**src/inc/cis_pkg.sv**
```systemverilog
// Purpose: shared constants and types of the instruction subset executor
// Assumes: 32-bit avalon-mm register bus, byte addressed, word aligned
// Notes:   offsets, field positions, counts and the pc, w, latch, flag and watchdog reset values live here

package cis_pkg;

	// ----------------------------------------------------------------
	// widths
	// ----------------------------------------------------------------
	localparam int PC_W      = 15;
	localparam int DATA_W    = 8;
	localparam int FADDR_W   = 7;
	localparam int LATCH_W   = 7;
	localparam int STACK_DEPTH = 16;
	localparam int SP_W      = 4;

	// ----------------------------------------------------------------
	// register byte offsets
	// ----------------------------------------------------------------
	localparam logic [5:0] REG_INSN     = 6'h00;
	localparam logic [5:0] REG_PC       = 6'h04;
	localparam logic [5:0] REG_W        = 6'h08;
	localparam logic [5:0] REG_LATCH    = 6'h0c;
	localparam logic [5:0] REG_STATUS   = 6'h10;
	localparam logic [5:0] REG_WDOG     = 6'h14;
	localparam logic [5:0] REG_MEM_ADDR = 6'h18;
	localparam logic [5:0] REG_MEM_DATA = 6'h1c;
	localparam logic [5:0] REG_STACK    = 6'h20;

	// ----------------------------------------------------------------
	// field positions
	// ----------------------------------------------------------------
	localparam int INSN_F_LSB  = 0;
	localparam int INSN_B_LSB  = 7;
	localparam int INSN_D_BIT  = 10;
	localparam int INSN_K_LSB  = 16;
	localparam int INSN_OP_LSB = 28;
	localparam int ST_Z_BIT    = 0;
	localparam int ST_SLP_BIT  = 1;
	localparam int ST_TO_BIT   = 2;
	localparam int ST_BUSY_BIT = 8;
	localparam int WD_PRE_LSB  = 8;
	localparam int STK_SP_LSB  = 16;

	// ----------------------------------------------------------------
	// reset values and counts
	// ----------------------------------------------------------------
	localparam logic [14:0] PC_RST     = 15'h0000;
	localparam logic [7:0]  W_RST      = 8'h00;
	localparam logic [6:0]  LATCH_RST  = 7'h00;
	localparam logic        Z_RST      = 1'b0;
	localparam logic        TO_N_RST   = 1'b1;
	localparam logic        SLP_N_RST  = 1'b1;
	localparam logic [7:0]  WDOG_RST   = 8'h00;
	localparam logic [7:0]  PRE_RST    = 8'h00;
	localparam logic [7:0]  WDOG_PRE_MAX = 8'hff;
	localparam logic [1:0]  RD_IDLE    = 2'h0;
	localparam logic [1:0]  RD_WAIT    = 2'h1;
	localparam logic [1:0]  RD_DONE    = 2'h2;

	// ----------------------------------------------------------------
	// types
	// ----------------------------------------------------------------
	typedef enum logic [3:0] {
		OP_NOP    = 4'h0,
		OP_BRANCH = 4'h1,
		OP_BSET   = 4'h2,
		OP_BTSKIP = 4'h3,
		OP_CALLK  = 4'h4,
		OP_WDCLR  = 4'h5,
		OP_CALLA  = 4'h6,
		OP_COMP   = 4'h7,
		OP_CLRREG = 4'h8,
		OP_DEC    = 4'h9
	} cis_op_t;

	typedef enum logic [3:0] {
		ST_IDLE   = 4'b0001,
		ST_FETCH  = 4'b0010,
		ST_EXEC   = 4'b0100,
		ST_SECOND = 4'b1000
	} cis_state_t;

endpackage

```
**src/verilog/cis_ram.sv**
```systemverilog
// Purpose: data register file, 128 bytes, registered read
// Assumes: single port, write and read address shared
// Notes:   read data reflect the address one clock earlier

`timescale 1ns/1ns

module cis_ram
	import cis_pkg::*;
(
	input  wire logic               clk,
	input  wire logic               rst_n,
	input  wire logic               we,
	input  wire logic [FADDR_W-1:0] addr,
	input  wire logic [DATA_W-1:0]  wdata,
	output logic      [DATA_W-1:0]  rdata_r
);

	logic [DATA_W-1:0] mem [0:(1<<FADDR_W)-1];

	always_ff @(posedge clk) begin
		if (we) begin
			mem[addr] <= wdata;
		end
	end

	always_ff @(posedge clk or negedge rst_n) begin
		if (!rst_n) begin
			rdata_r <= 8'h00;
		end else begin
			rdata_r <= we ? wdata : mem[addr];
		end
	end

endmodule // cis_ram

```
**src/verilog/cis_stack.sv**
```systemverilog
// Purpose: return address stack, circular, push only from this block
// Assumes: pops belong to instructions outside this block
// Notes:   overflow wraps and overwrites the oldest entry

`timescale 1ns/1ns

module cis_stack
	import cis_pkg::*;
(
	input  wire logic            clk,
	input  wire logic            rst_n,
	input  wire logic            push,
	input  wire logic [PC_W-1:0] push_data,
	output logic      [PC_W-1:0] top_r,
	output logic      [SP_W-1:0] sp_r
);

	logic [PC_W-1:0] mem [0:STACK_DEPTH-1];

	always_ff @(posedge clk) begin
		if (push) begin
			mem[sp_r] <= push_data;
		end
	end

	always_ff @(posedge clk or negedge rst_n) begin
		if (!rst_n) begin
			top_r <= 15'h0000;
			sp_r  <= 4'h0;
		end else if (push) begin
			top_r <= push_data;
			sp_r  <= sp_r + 4'h1;
		end
	end

endmodule // cis_stack

```
**src/verilog/cis_exec.sv**
```systemverilog
// Purpose: executes a subset of the 8-bit core instructions issued over avalon-mm
// Assumes: one instruction cycle is one clock of the exec or second state
// Notes:   bus requests stall while an instruction is in flight
//
// Behaviour
// RULE_01 - relative branch by accumulator loads pc with current address plus one plus w
// RULE_02 - that branch treats w as unsigned offset added to incremented pc
// RULE_03 - bit set forces chosen bit of addressed register to one, flags unchanged
// RULE_04 - bit test skips next instruction when bit is one, taking two cycles
// RULE_05 - immediate call pushes address plus one, loads 11-bit operand into pc low
// RULE_06 - immediate call takes pc bits 14:11 from upper latch bits 6:3
// RULE_07 - watchdog clear zeroes watchdog counter and its prescaler
// RULE_08 - watchdog clear sets both active-low expiry and power-down bits
// RULE_09 - accumulator call pushes address plus one, pc from w and upper latch
// RULE_10 - both calls take two instruction cycles and change no flag
// RULE_11 - complement inverts register into w or register by selector, updates zero
// RULE_12 - clear register writes zero to addressed register and sets zero flag
// RULE_13 - decrement subtracts one into w or register by selector, updates zero
// RULE_14 - complement and decrement set zero on zero result, clear otherwise
// RULE_15 - bit set, watchdog clear, complement, clear and decrement take one cycle

`timescale 1ns/1ns

module cis_exec
	import cis_pkg::*;
(
	input  wire logic        clk,
	input  wire logic        reset_n,
	input  wire logic [5:0]  avs_address,
	input  wire logic        avs_read,
	input  wire logic        avs_write,
	input  wire logic [31:0] avs_writedata,
	input  wire logic [3:0]  avs_byteenable,
	output logic      [31:0] avs_readdata,
	output logic             avs_waitrequest
);

	// ----------------------------------------------------------------
	// state
	// ----------------------------------------------------------------
	typedef struct packed {
		cis_state_t         state;
		logic [PC_W-1:0]    pc;
		logic [DATA_W-1:0]  w;
		logic [LATCH_W-1:0] latch;
		logic               z;
		logic               to_n;
		logic               slp_n;
		logic [7:0]         wdog;
		logic [7:0]         pre;
		logic [3:0]         op;
		logic [FADDR_W-1:0] f;
		logic [2:0]         b;
		logic               d;
		logic [10:0]        k;
		logic [FADDR_W-1:0] mem_addr;
		logic [1:0]         rd_stage;
		logic [31:0]        rdata;
	} cis_st_t;

	localparam cis_st_t ST_RST = '{
		state:    ST_IDLE,
		pc:       PC_RST,
		w:        W_RST,
		latch:    LATCH_RST,
		z:        Z_RST,
		to_n:     TO_N_RST,
		slp_n:    SLP_N_RST,
		wdog:     WDOG_RST,
		pre:      PRE_RST,
		op:       4'h0,
		f:        7'h00,
		b:        3'h0,
		d:        1'b0,
		k:        11'h000,
		mem_addr: 7'h00,
		rd_stage: RD_IDLE,
		rdata:    32'h0000_0000
	};

	cis_st_t             s_r;
	cis_st_t             s_nxt;
	logic [1:0]          rst_sync_r;
	logic                rst_n;
	logic                busy;
	logic                mem_we;
	logic [FADDR_W-1:0]  mem_a;
	logic [DATA_W-1:0]   mem_wd;
	logic [DATA_W-1:0]   mem_q;
	logic                push;
	logic [PC_W-1:0]     push_d;
	logic [PC_W-1:0]     stk_top;
	logic [SP_W-1:0]     stk_sp;
	logic [31:0]         cur;
	logic [31:0]         be_mask;
	logic [31:0]         merged;
	logic [PC_W-1:0]     pc_inc;
	logic [DATA_W-1:0]   res;

	// ----------------------------------------------------------------
	// reset release
	// ----------------------------------------------------------------
	always_ff @(posedge clk or negedge reset_n) begin
		if (!reset_n) begin
			rst_sync_r <= 2'b00;
		end else begin
			rst_sync_r <= {rst_sync_r[0], 1'b1};
		end
	end

	assign rst_n = rst_sync_r[1];

	// ----------------------------------------------------------------
	// storage
	// ----------------------------------------------------------------
	cis_ram u_ram (
		.clk     (clk),
		.rst_n   (rst_n),
		.we      (mem_we),
		.addr    (mem_a),
		.wdata   (mem_wd),
		.rdata_r (mem_q)
	);

	cis_stack u_stack (
		.clk       (clk),
		.rst_n     (rst_n),
		.push      (push),
		.push_data (push_d),
		.top_r     (stk_top),
		.sp_r      (stk_sp)
	);

	// ----------------------------------------------------------------
	// bus handshake
	// ----------------------------------------------------------------
	assign busy = (s_r.state != ST_IDLE);

	// reads take two stall cycles so the ram output is always settled
	assign avs_waitrequest = busy ? (avs_read | avs_write) : (avs_read && (s_r.rd_stage != RD_DONE));
	assign avs_readdata    = s_r.rdata;

	assign be_mask = {{8{avs_byteenable[3]}}, {8{avs_byteenable[2]}},
	                  {8{avs_byteenable[1]}}, {8{avs_byteenable[0]}}};
	assign merged  = (cur & ~be_mask) | (avs_writedata & be_mask);
	assign pc_inc  = s_r.pc + 15'h0001;

	// ----------------------------------------------------------------
	// register read view
	// ----------------------------------------------------------------
	always_comb begin
		cur = 32'h0000_0000;
		case (avs_address)
			REG_INSN: begin
				cur[INSN_F_LSB +: FADDR_W] = s_r.f;
				cur[INSN_B_LSB +: 3]       = s_r.b;
				cur[INSN_D_BIT]            = s_r.d;
				cur[INSN_K_LSB +: 11]      = s_r.k;
				cur[INSN_OP_LSB +: 4]      = s_r.op;
			end
			REG_PC: begin
				cur[PC_W-1:0] = s_r.pc;
			end
			REG_W: begin
				cur[DATA_W-1:0] = s_r.w;
			end
			REG_LATCH: begin
				cur[LATCH_W-1:0] = s_r.latch;
			end
			REG_STATUS: begin
				cur[ST_Z_BIT]    = s_r.z;
				cur[ST_SLP_BIT]  = s_r.slp_n;
				cur[ST_TO_BIT]   = s_r.to_n;
				cur[ST_BUSY_BIT] = busy;
			end
			REG_WDOG: begin
				cur[7:0]              = s_r.wdog;
				cur[WD_PRE_LSB +: 8]  = s_r.pre;
			end
			REG_MEM_ADDR: begin
				cur[FADDR_W-1:0] = s_r.mem_addr;
			end
			REG_MEM_DATA: begin
				cur[DATA_W-1:0] = mem_q;
			end
			REG_STACK: begin
				cur[PC_W-1:0]             = stk_top;
				cur[STK_SP_LSB +: SP_W]   = stk_sp;
			end
			default: begin
				cur = 32'h0000_0000;
			end
		endcase
	end

	// ----------------------------------------------------------------
	// next state
	// ----------------------------------------------------------------
	always_comb begin
		s_nxt  = s_r;
		mem_we = 1'b0;
		mem_a  = s_r.mem_addr;
		mem_wd = 8'h00;
		push   = 1'b0;
		push_d = pc_inc;
		res    = 8'h00;

		// free-running watchdog; expiry handling lives outside this block
		s_nxt.pre = s_r.pre + 8'h01;
		if (s_r.pre == WDOG_PRE_MAX) begin
			s_nxt.wdog = s_r.wdog + 8'h01;
		end

		// bus writes, only accepted while idle
		if (avs_write && !busy) begin
			case (avs_address)
				REG_INSN: begin
					s_nxt.f     = merged[INSN_F_LSB +: FADDR_W];
					s_nxt.b     = merged[INSN_B_LSB +: 3];
					s_nxt.d     = merged[INSN_D_BIT];
					s_nxt.k     = merged[INSN_K_LSB +: 11];
					s_nxt.op    = merged[INSN_OP_LSB +: 4];
					s_nxt.state = ST_FETCH;
				end
				REG_PC: begin
					s_nxt.pc = merged[PC_W-1:0];
				end
				REG_W: begin
					s_nxt.w = merged[DATA_W-1:0];
				end
				REG_LATCH: begin
					s_nxt.latch = merged[LATCH_W-1:0];
				end
				REG_STATUS: begin
					s_nxt.z    = merged[ST_Z_BIT];
					s_nxt.slp_n = merged[ST_SLP_BIT];
					s_nxt.to_n = merged[ST_TO_BIT];
				end
				REG_MEM_ADDR: begin
					s_nxt.mem_addr = merged[FADDR_W-1:0];
				end
				REG_MEM_DATA: begin
					mem_we = 1'b1;
					mem_wd = merged[DATA_W-1:0];
				end
				default: begin
					mem_we = 1'b0;
				end
			endcase
		end

		// bus reads: stage 1 lets the ram output settle, stage 2 answers
		if (avs_read && !busy) begin
			case (s_r.rd_stage)
				RD_IDLE: begin
					s_nxt.rd_stage = RD_WAIT;
				end
				RD_WAIT: begin
					s_nxt.rdata    = cur;
					s_nxt.rd_stage = RD_DONE;
				end
				default: begin
					s_nxt.rd_stage = RD_IDLE;
				end
			endcase
		end

		// instruction sequencing
		case (s_r.state)
			ST_IDLE: begin
				s_nxt.state = s_nxt.state;
			end
			ST_FETCH: begin
				mem_a       = s_r.f;
				s_nxt.state = ST_EXEC;
			end
			ST_EXEC: begin
				mem_a       = s_r.f;
				s_nxt.pc    = pc_inc;
				s_nxt.state = ST_IDLE;
				case (s_r.op)
					OP_BRANCH: begin
						// RULE_01 pc plus one plus w
						// RULE_02 w zero-extended, unsigned
						s_nxt.pc    = pc_inc + {7'h00, s_r.w};
						s_nxt.state = ST_SECOND;
					end
					OP_BSET: begin
						// RULE_03 force bit, no flags
						mem_we = 1'b1;
						mem_wd = mem_q | (8'h01 << s_r.b);
					end
					OP_BTSKIP: begin
						// RULE_04 skip on one, second cycle is the nop
						if (mem_q[s_r.b]) begin
							s_nxt.pc    = s_r.pc + 15'h0002;
							s_nxt.state = ST_SECOND;
						end
					end
					OP_CALLK: begin
						// RULE_05 push return, load low bits
						push = 1'b1;
						// RULE_06 upper bits from latch
						s_nxt.pc = {s_r.latch[6:3], s_r.k};
						// RULE_10 two cycles, flags kept
						s_nxt.state = ST_SECOND;
					end
					OP_WDCLR: begin
						// RULE_07 counter and prescaler cleared
						s_nxt.wdog = 8'h00;
						s_nxt.pre = 8'h00;
						// RULE_08 status bits set
						s_nxt.to_n = 1'b1;
						s_nxt.slp_n = 1'b1;
					end
					OP_CALLA: begin
						// RULE_09 push return, pc from w and latch
						push     = 1'b1;
						s_nxt.pc = {s_r.latch, s_r.w};
						// RULE_10 two cycles, flags kept
						s_nxt.state = ST_SECOND;
					end
					OP_COMP, OP_DEC: begin
						// RULE_11 complement to chosen destination
						// RULE_13 decrement to chosen destination
						res = (s_r.op == OP_COMP) ? ~mem_q : (mem_q - 8'h01);
						if (s_r.d) begin
							mem_we = 1'b1;
							mem_wd = res;
						end else begin
							s_nxt.w = res;
						end
						// RULE_14 zero flag from result only
						s_nxt.z = (res == 8'h00);
					end
					OP_CLRREG: begin
						// RULE_12 clear and set zero
						mem_we  = 1'b1;
						mem_wd  = 8'h00;
						s_nxt.z = 1'b1;
					end
					default: begin
						s_nxt.state = ST_IDLE;
					end
				endcase
			end
			ST_SECOND: begin
				// RULE_15 single-cycle ops never reach here
				s_nxt.state = ST_IDLE;
			end
			default: begin
				s_nxt.state = ST_IDLE;
			end
		endcase
	end

	// ----------------------------------------------------------------
	// state register
	// ----------------------------------------------------------------
	always_ff @(posedge clk or negedge rst_n) begin
		if (!rst_n) begin
			s_r <= ST_RST;
		end else begin
			s_r <= s_nxt;
		end
	end

endmodule // cis_exec

```
**config.mk**
```make
export PLATFORM = sky130hd
export DESIGN_NAME = cis_exec
export DESIGN_NICKNAME = d
export VERILOG_FILES = /design/src/inc/cis_pkg.sv /design/src/verilog/cis_ram.sv /design/src/verilog/cis_stack.sv /design/src/verilog/cis_exec.sv
export SDC_FILE = /design/constraint.sdc
export NUM_CORES = 1
export LEC_CHECK = 0
export ABC_CLOCK_PERIOD_IN_PS = 6200
export BUFFER_PORTS_ARGS = -buffer_cell sky130_fd_sc_hd__buf_4
export CORE_UTILIZATION = 50
export CTS_BUF_LIST = sky130_fd_sc_hd__clkbuf_8 sky130_fd_sc_hd__clkbuf_16
export CTS_CLUSTER_SIZE = 12
export DETAILED_ROUTE_END_ITERATION = 10
export HOLD_SLACK_MARGIN = 0.06
export PLACE_DENSITY_LB_ADDON = 0.15
export SYNTH_ARGS = -nofsm -noshare
export SYNTH_HDL_FRONTEND = slang
export SYNTH_SLANG_ARGS = --single-unit
```
**constraint.sdc**
```tcl
create_clock -name clk -period 6.2 [get_ports clk]
set_input_delay 0.93 -clock clk [delete_from_list [all_inputs] [get_ports clk]]
set_output_delay 0.93 -clock clk [all_outputs]
set_load 0.005 [all_outputs]
```
==> summary.txt <==
DR vias -> 30,700
Post-DR vias/cell -> 6.67
Post CTS Setup Buffer Count -> 0
Crit path to -> u_ram.mem[74][5]$_DFFE_PP_
Sequential area share after synthesis -> 72.9%
Hold_buf cts -> 1
Final Skew -> 45.3 ps
Worst r2r src -> s_r[65]$_DFFE_PN0P_
# DRC -> 0
Routability congestion estimate -> 0.962
Tcrit/Tclk final -> 83.8%
Clock transition at path regs -> 60 ps
Area grow syn2layout -> 12.1%
Layout cells sized above 1 -> 12.8%
RSZ-0062 raised after global routing -> false
Top FF cell, synth -> edfxtp_1
Synthesized cell area -> 47,300 sq um
Crit start category -> flip-flop
Syn nets -> 3,270
H-tree Lvls -> 3
Post-Layout Inst Area -> 53,000 sq um
Post_cts resized -> 0
Core ar. -> 93,500 sq um
Gr usage total -> 31.3%
WL/cell -> 32.5 um
Maximum VDD drop -> 0.241 mV
Starting Density -> 50.6%
Synth async-reset ratio -> 12.6%
Clock buffer count from CTS -> 119
Final wirelength -> 150,000 um
Final Max Slew Viols -> 0
Std cell rows -> 112
First-pass GRT wire length -> 213,000 um
Worst endpoint required time -> 6540 ps
Leakage power -> 16.2 nW
Port Buf Inserts -> 75
Syn Area/Cell -> 14.7 sq um
Number of global-route vias before repair -> 29,600
Post-DP HPWL -> 93,500 um
Initial antenna violation count -> 1
GRT overflow -> 0
Slew margin rel. -> 19.4%
CTS Root Cell -> clkbuf_16
Yosys top cell by area -> edfxtp_1
Hold_ws -> 322 ps
Number of synthesized flops with an enable pin -> 1,024
Peak Freq -> 192 MHz
Crit Path Class -> flip-flop to flip-flop
Area contributors post-synth -> edfxtp_1, dfrtp_1, a22oi_1
Post-DP Area -> 49,400 sq um
Max Cap Viol -> 0
Boundary Pins -> 79
Min Clock Period, post-route -> 5200 ps
Largest net degree at the start of global routing -> 97
Setup slack, reg-to-reg -> 1000 ps
Skew-Pair Late Insertion Delay -> 740 ps
Crit path max fanout -> 9
Die Footprint -> 95,800 sq um
CP endpoint kind -> flip-flop
DIE WIDTH -> 309 um
Initial detailed-routing violation count -> 4,320
Worst min-delay path class -> flip-flop to async pin
Final ANT Viol Nets -> 0
Pwr/cell area -> 318 nW/um^2
Worst-case clock buffer depth -> 3
Commonest non-fill, non-tap cell in the layout -> edfxtp_1
Final Util -> 56.7%
Outcome -> finished clean
Clk sinks -> 1,172
Most frequent cells in the layout -> edfxtp_1, a22oi_1, nand2_1
CTS tree -> done
Count of cell types in the netlist -> 82
Worst R2R End -> u_ram.mem[74][5]$_DFFE_PP_
Worst Setup SP -> s_r[65]$_DFFE_PN0P_
Synth Warn # -> 0
Least-Margin Pin Slew -> 1190 ps
Cells after Synth -> 3,209
R2r worst-path depth -> 7
CP arrival -> 5540 ps
Post-route setup TNS -> 0 ps
Synth Register Bits -> 1,172
Layout Nets -> 3,324
Final Hold Vio Count -> 0
Initial DRT Pass Iterations -> 6
Chip Height -> 309 um
Top cell type's share of synthesized area -> 65.0%
Final setup viols -> 0
==> cell type report <==
type | instances | area [sq um]
inverter | 28 | 106
sequential | 1172 | 34500
fill | 7392 | 40500
tap | 1254 | 1570
multi-input combinational | 1757 | 11800
timing repair buffer | 185 | 1520
antenna | 3 | 7.51
clock buffer | 125 | 3060
clock inverter | 73 | 510
==> cell families (layout without fill, tap and decap cells) <==
| kind of cell | after synthesis | in the layout | synth area share, % |
|---|---|---|---|
| buffers and inverters | 280 | 411 | 2.78 |
| AND/OR/NAND/NOR | 623 | 623 | 6.14 |
| multiplexers | 60 | 60 | 1.40 |
| XOR/XNOR | 61 | 61 | 1.21 |
| AO/OA/AOI/OAI | 996 | 996 | 15.2 |
| other | 2 | 5 | 0.0159 |
| flip-flops | 1172 | 1172 | 72.9 |
| adder cells (fa/ha/maj) | 15 | 15 | 0.413 |
==> per-layer routing <==
layer	share of wire (%)	global-route usage, %	vias to the layer above
met5	0	0	-
met2	47	49.8	1843
met4	5.4	15.2	0
li1	-	-	12900
met3	9.4	5.80	367
met1	38	41.7	15600
==> synthesized netlist by cell type (all sizes together) (33+ instances only) <==
library cell     n
buf            137
edfxtp        1024
nor2           203
o21a            36
o21ai          173
nand3           40
a22oi          311
dfrtp          145
nand2          207
a221oi          72
nor4            33
xnor2           40
a21oi           44
a31oi          103
clkbuf         115
a22o            83
==> sequential cells by signal, indices dropped and copies added, names as in the netlist <==
name / cells
u_stack.sp_r: 4
u_ram.rdata_r: 8
u_ram.mem: 1024
avs_readdata: 31
u_stack.top_r: 15
s_r: 88
rst_sync_r: 2
==> worst min-delay path by stage <==
stage                                  from                           to  slack [ps]  cells past startpoint
floorplan           rst_sync_r[0]$_DFF_PN0_      rst_sync_r[1]$_DFF_PN0_         330                      0
global placement    rst_sync_r[1]$_DFF_PN0_  avs_readdata[1]$_DFFE_PN0P_         330                      0
detailed placement  rst_sync_r[0]$_DFF_PN0_      rst_sync_r[1]$_DFF_PN0_         340                      0
CTS                 rst_sync_r[0]$_DFF_PN0_      rst_sync_r[1]$_DFF_PN0_         350                      0
global route        rst_sync_r[1]$_DFF_PN0_  avs_readdata[1]$_DFFE_PN0P_         380                      0
finish              rst_sync_r[1]$_DFF_PN0_  avs_readdata[4]$_DFFE_PN0P_         320                      0
==> power by group <==
group          leakage [nW]  internal (mW)  switching, mW
clock network          1.85           3.69           2.99
registers              9.48           8.55          0.178
logic                  4.85          0.502          0.932
==> worst max-delay path, cell delays in order, from the launching register on <==
cell and delay [ps]:
dfrtp_1 530, or3b_2 530, a21boi_0 840, and2_1 420, a211o_1 500, nand2_1 730, buf_4 480, nor2_1 760
==> metrics by stage <==
| stage | instances | worst slack (ps) | power (mW) |
|---|---|---|---|
| global placement | 4395 | 1170 | 10.3 |
| CTS | 4594 | 1110 | 16.8 |
| global route | 4595 | 1040 | 17.2 |
| finish | 4597 | 1000 | 16.8 |
| detailed placement | 4395 | 1090 | 10.3 |
| floorplan | 3209 | 1150 | 9.66 |
No activity file was read; power rests on OpenSTA's default activity.
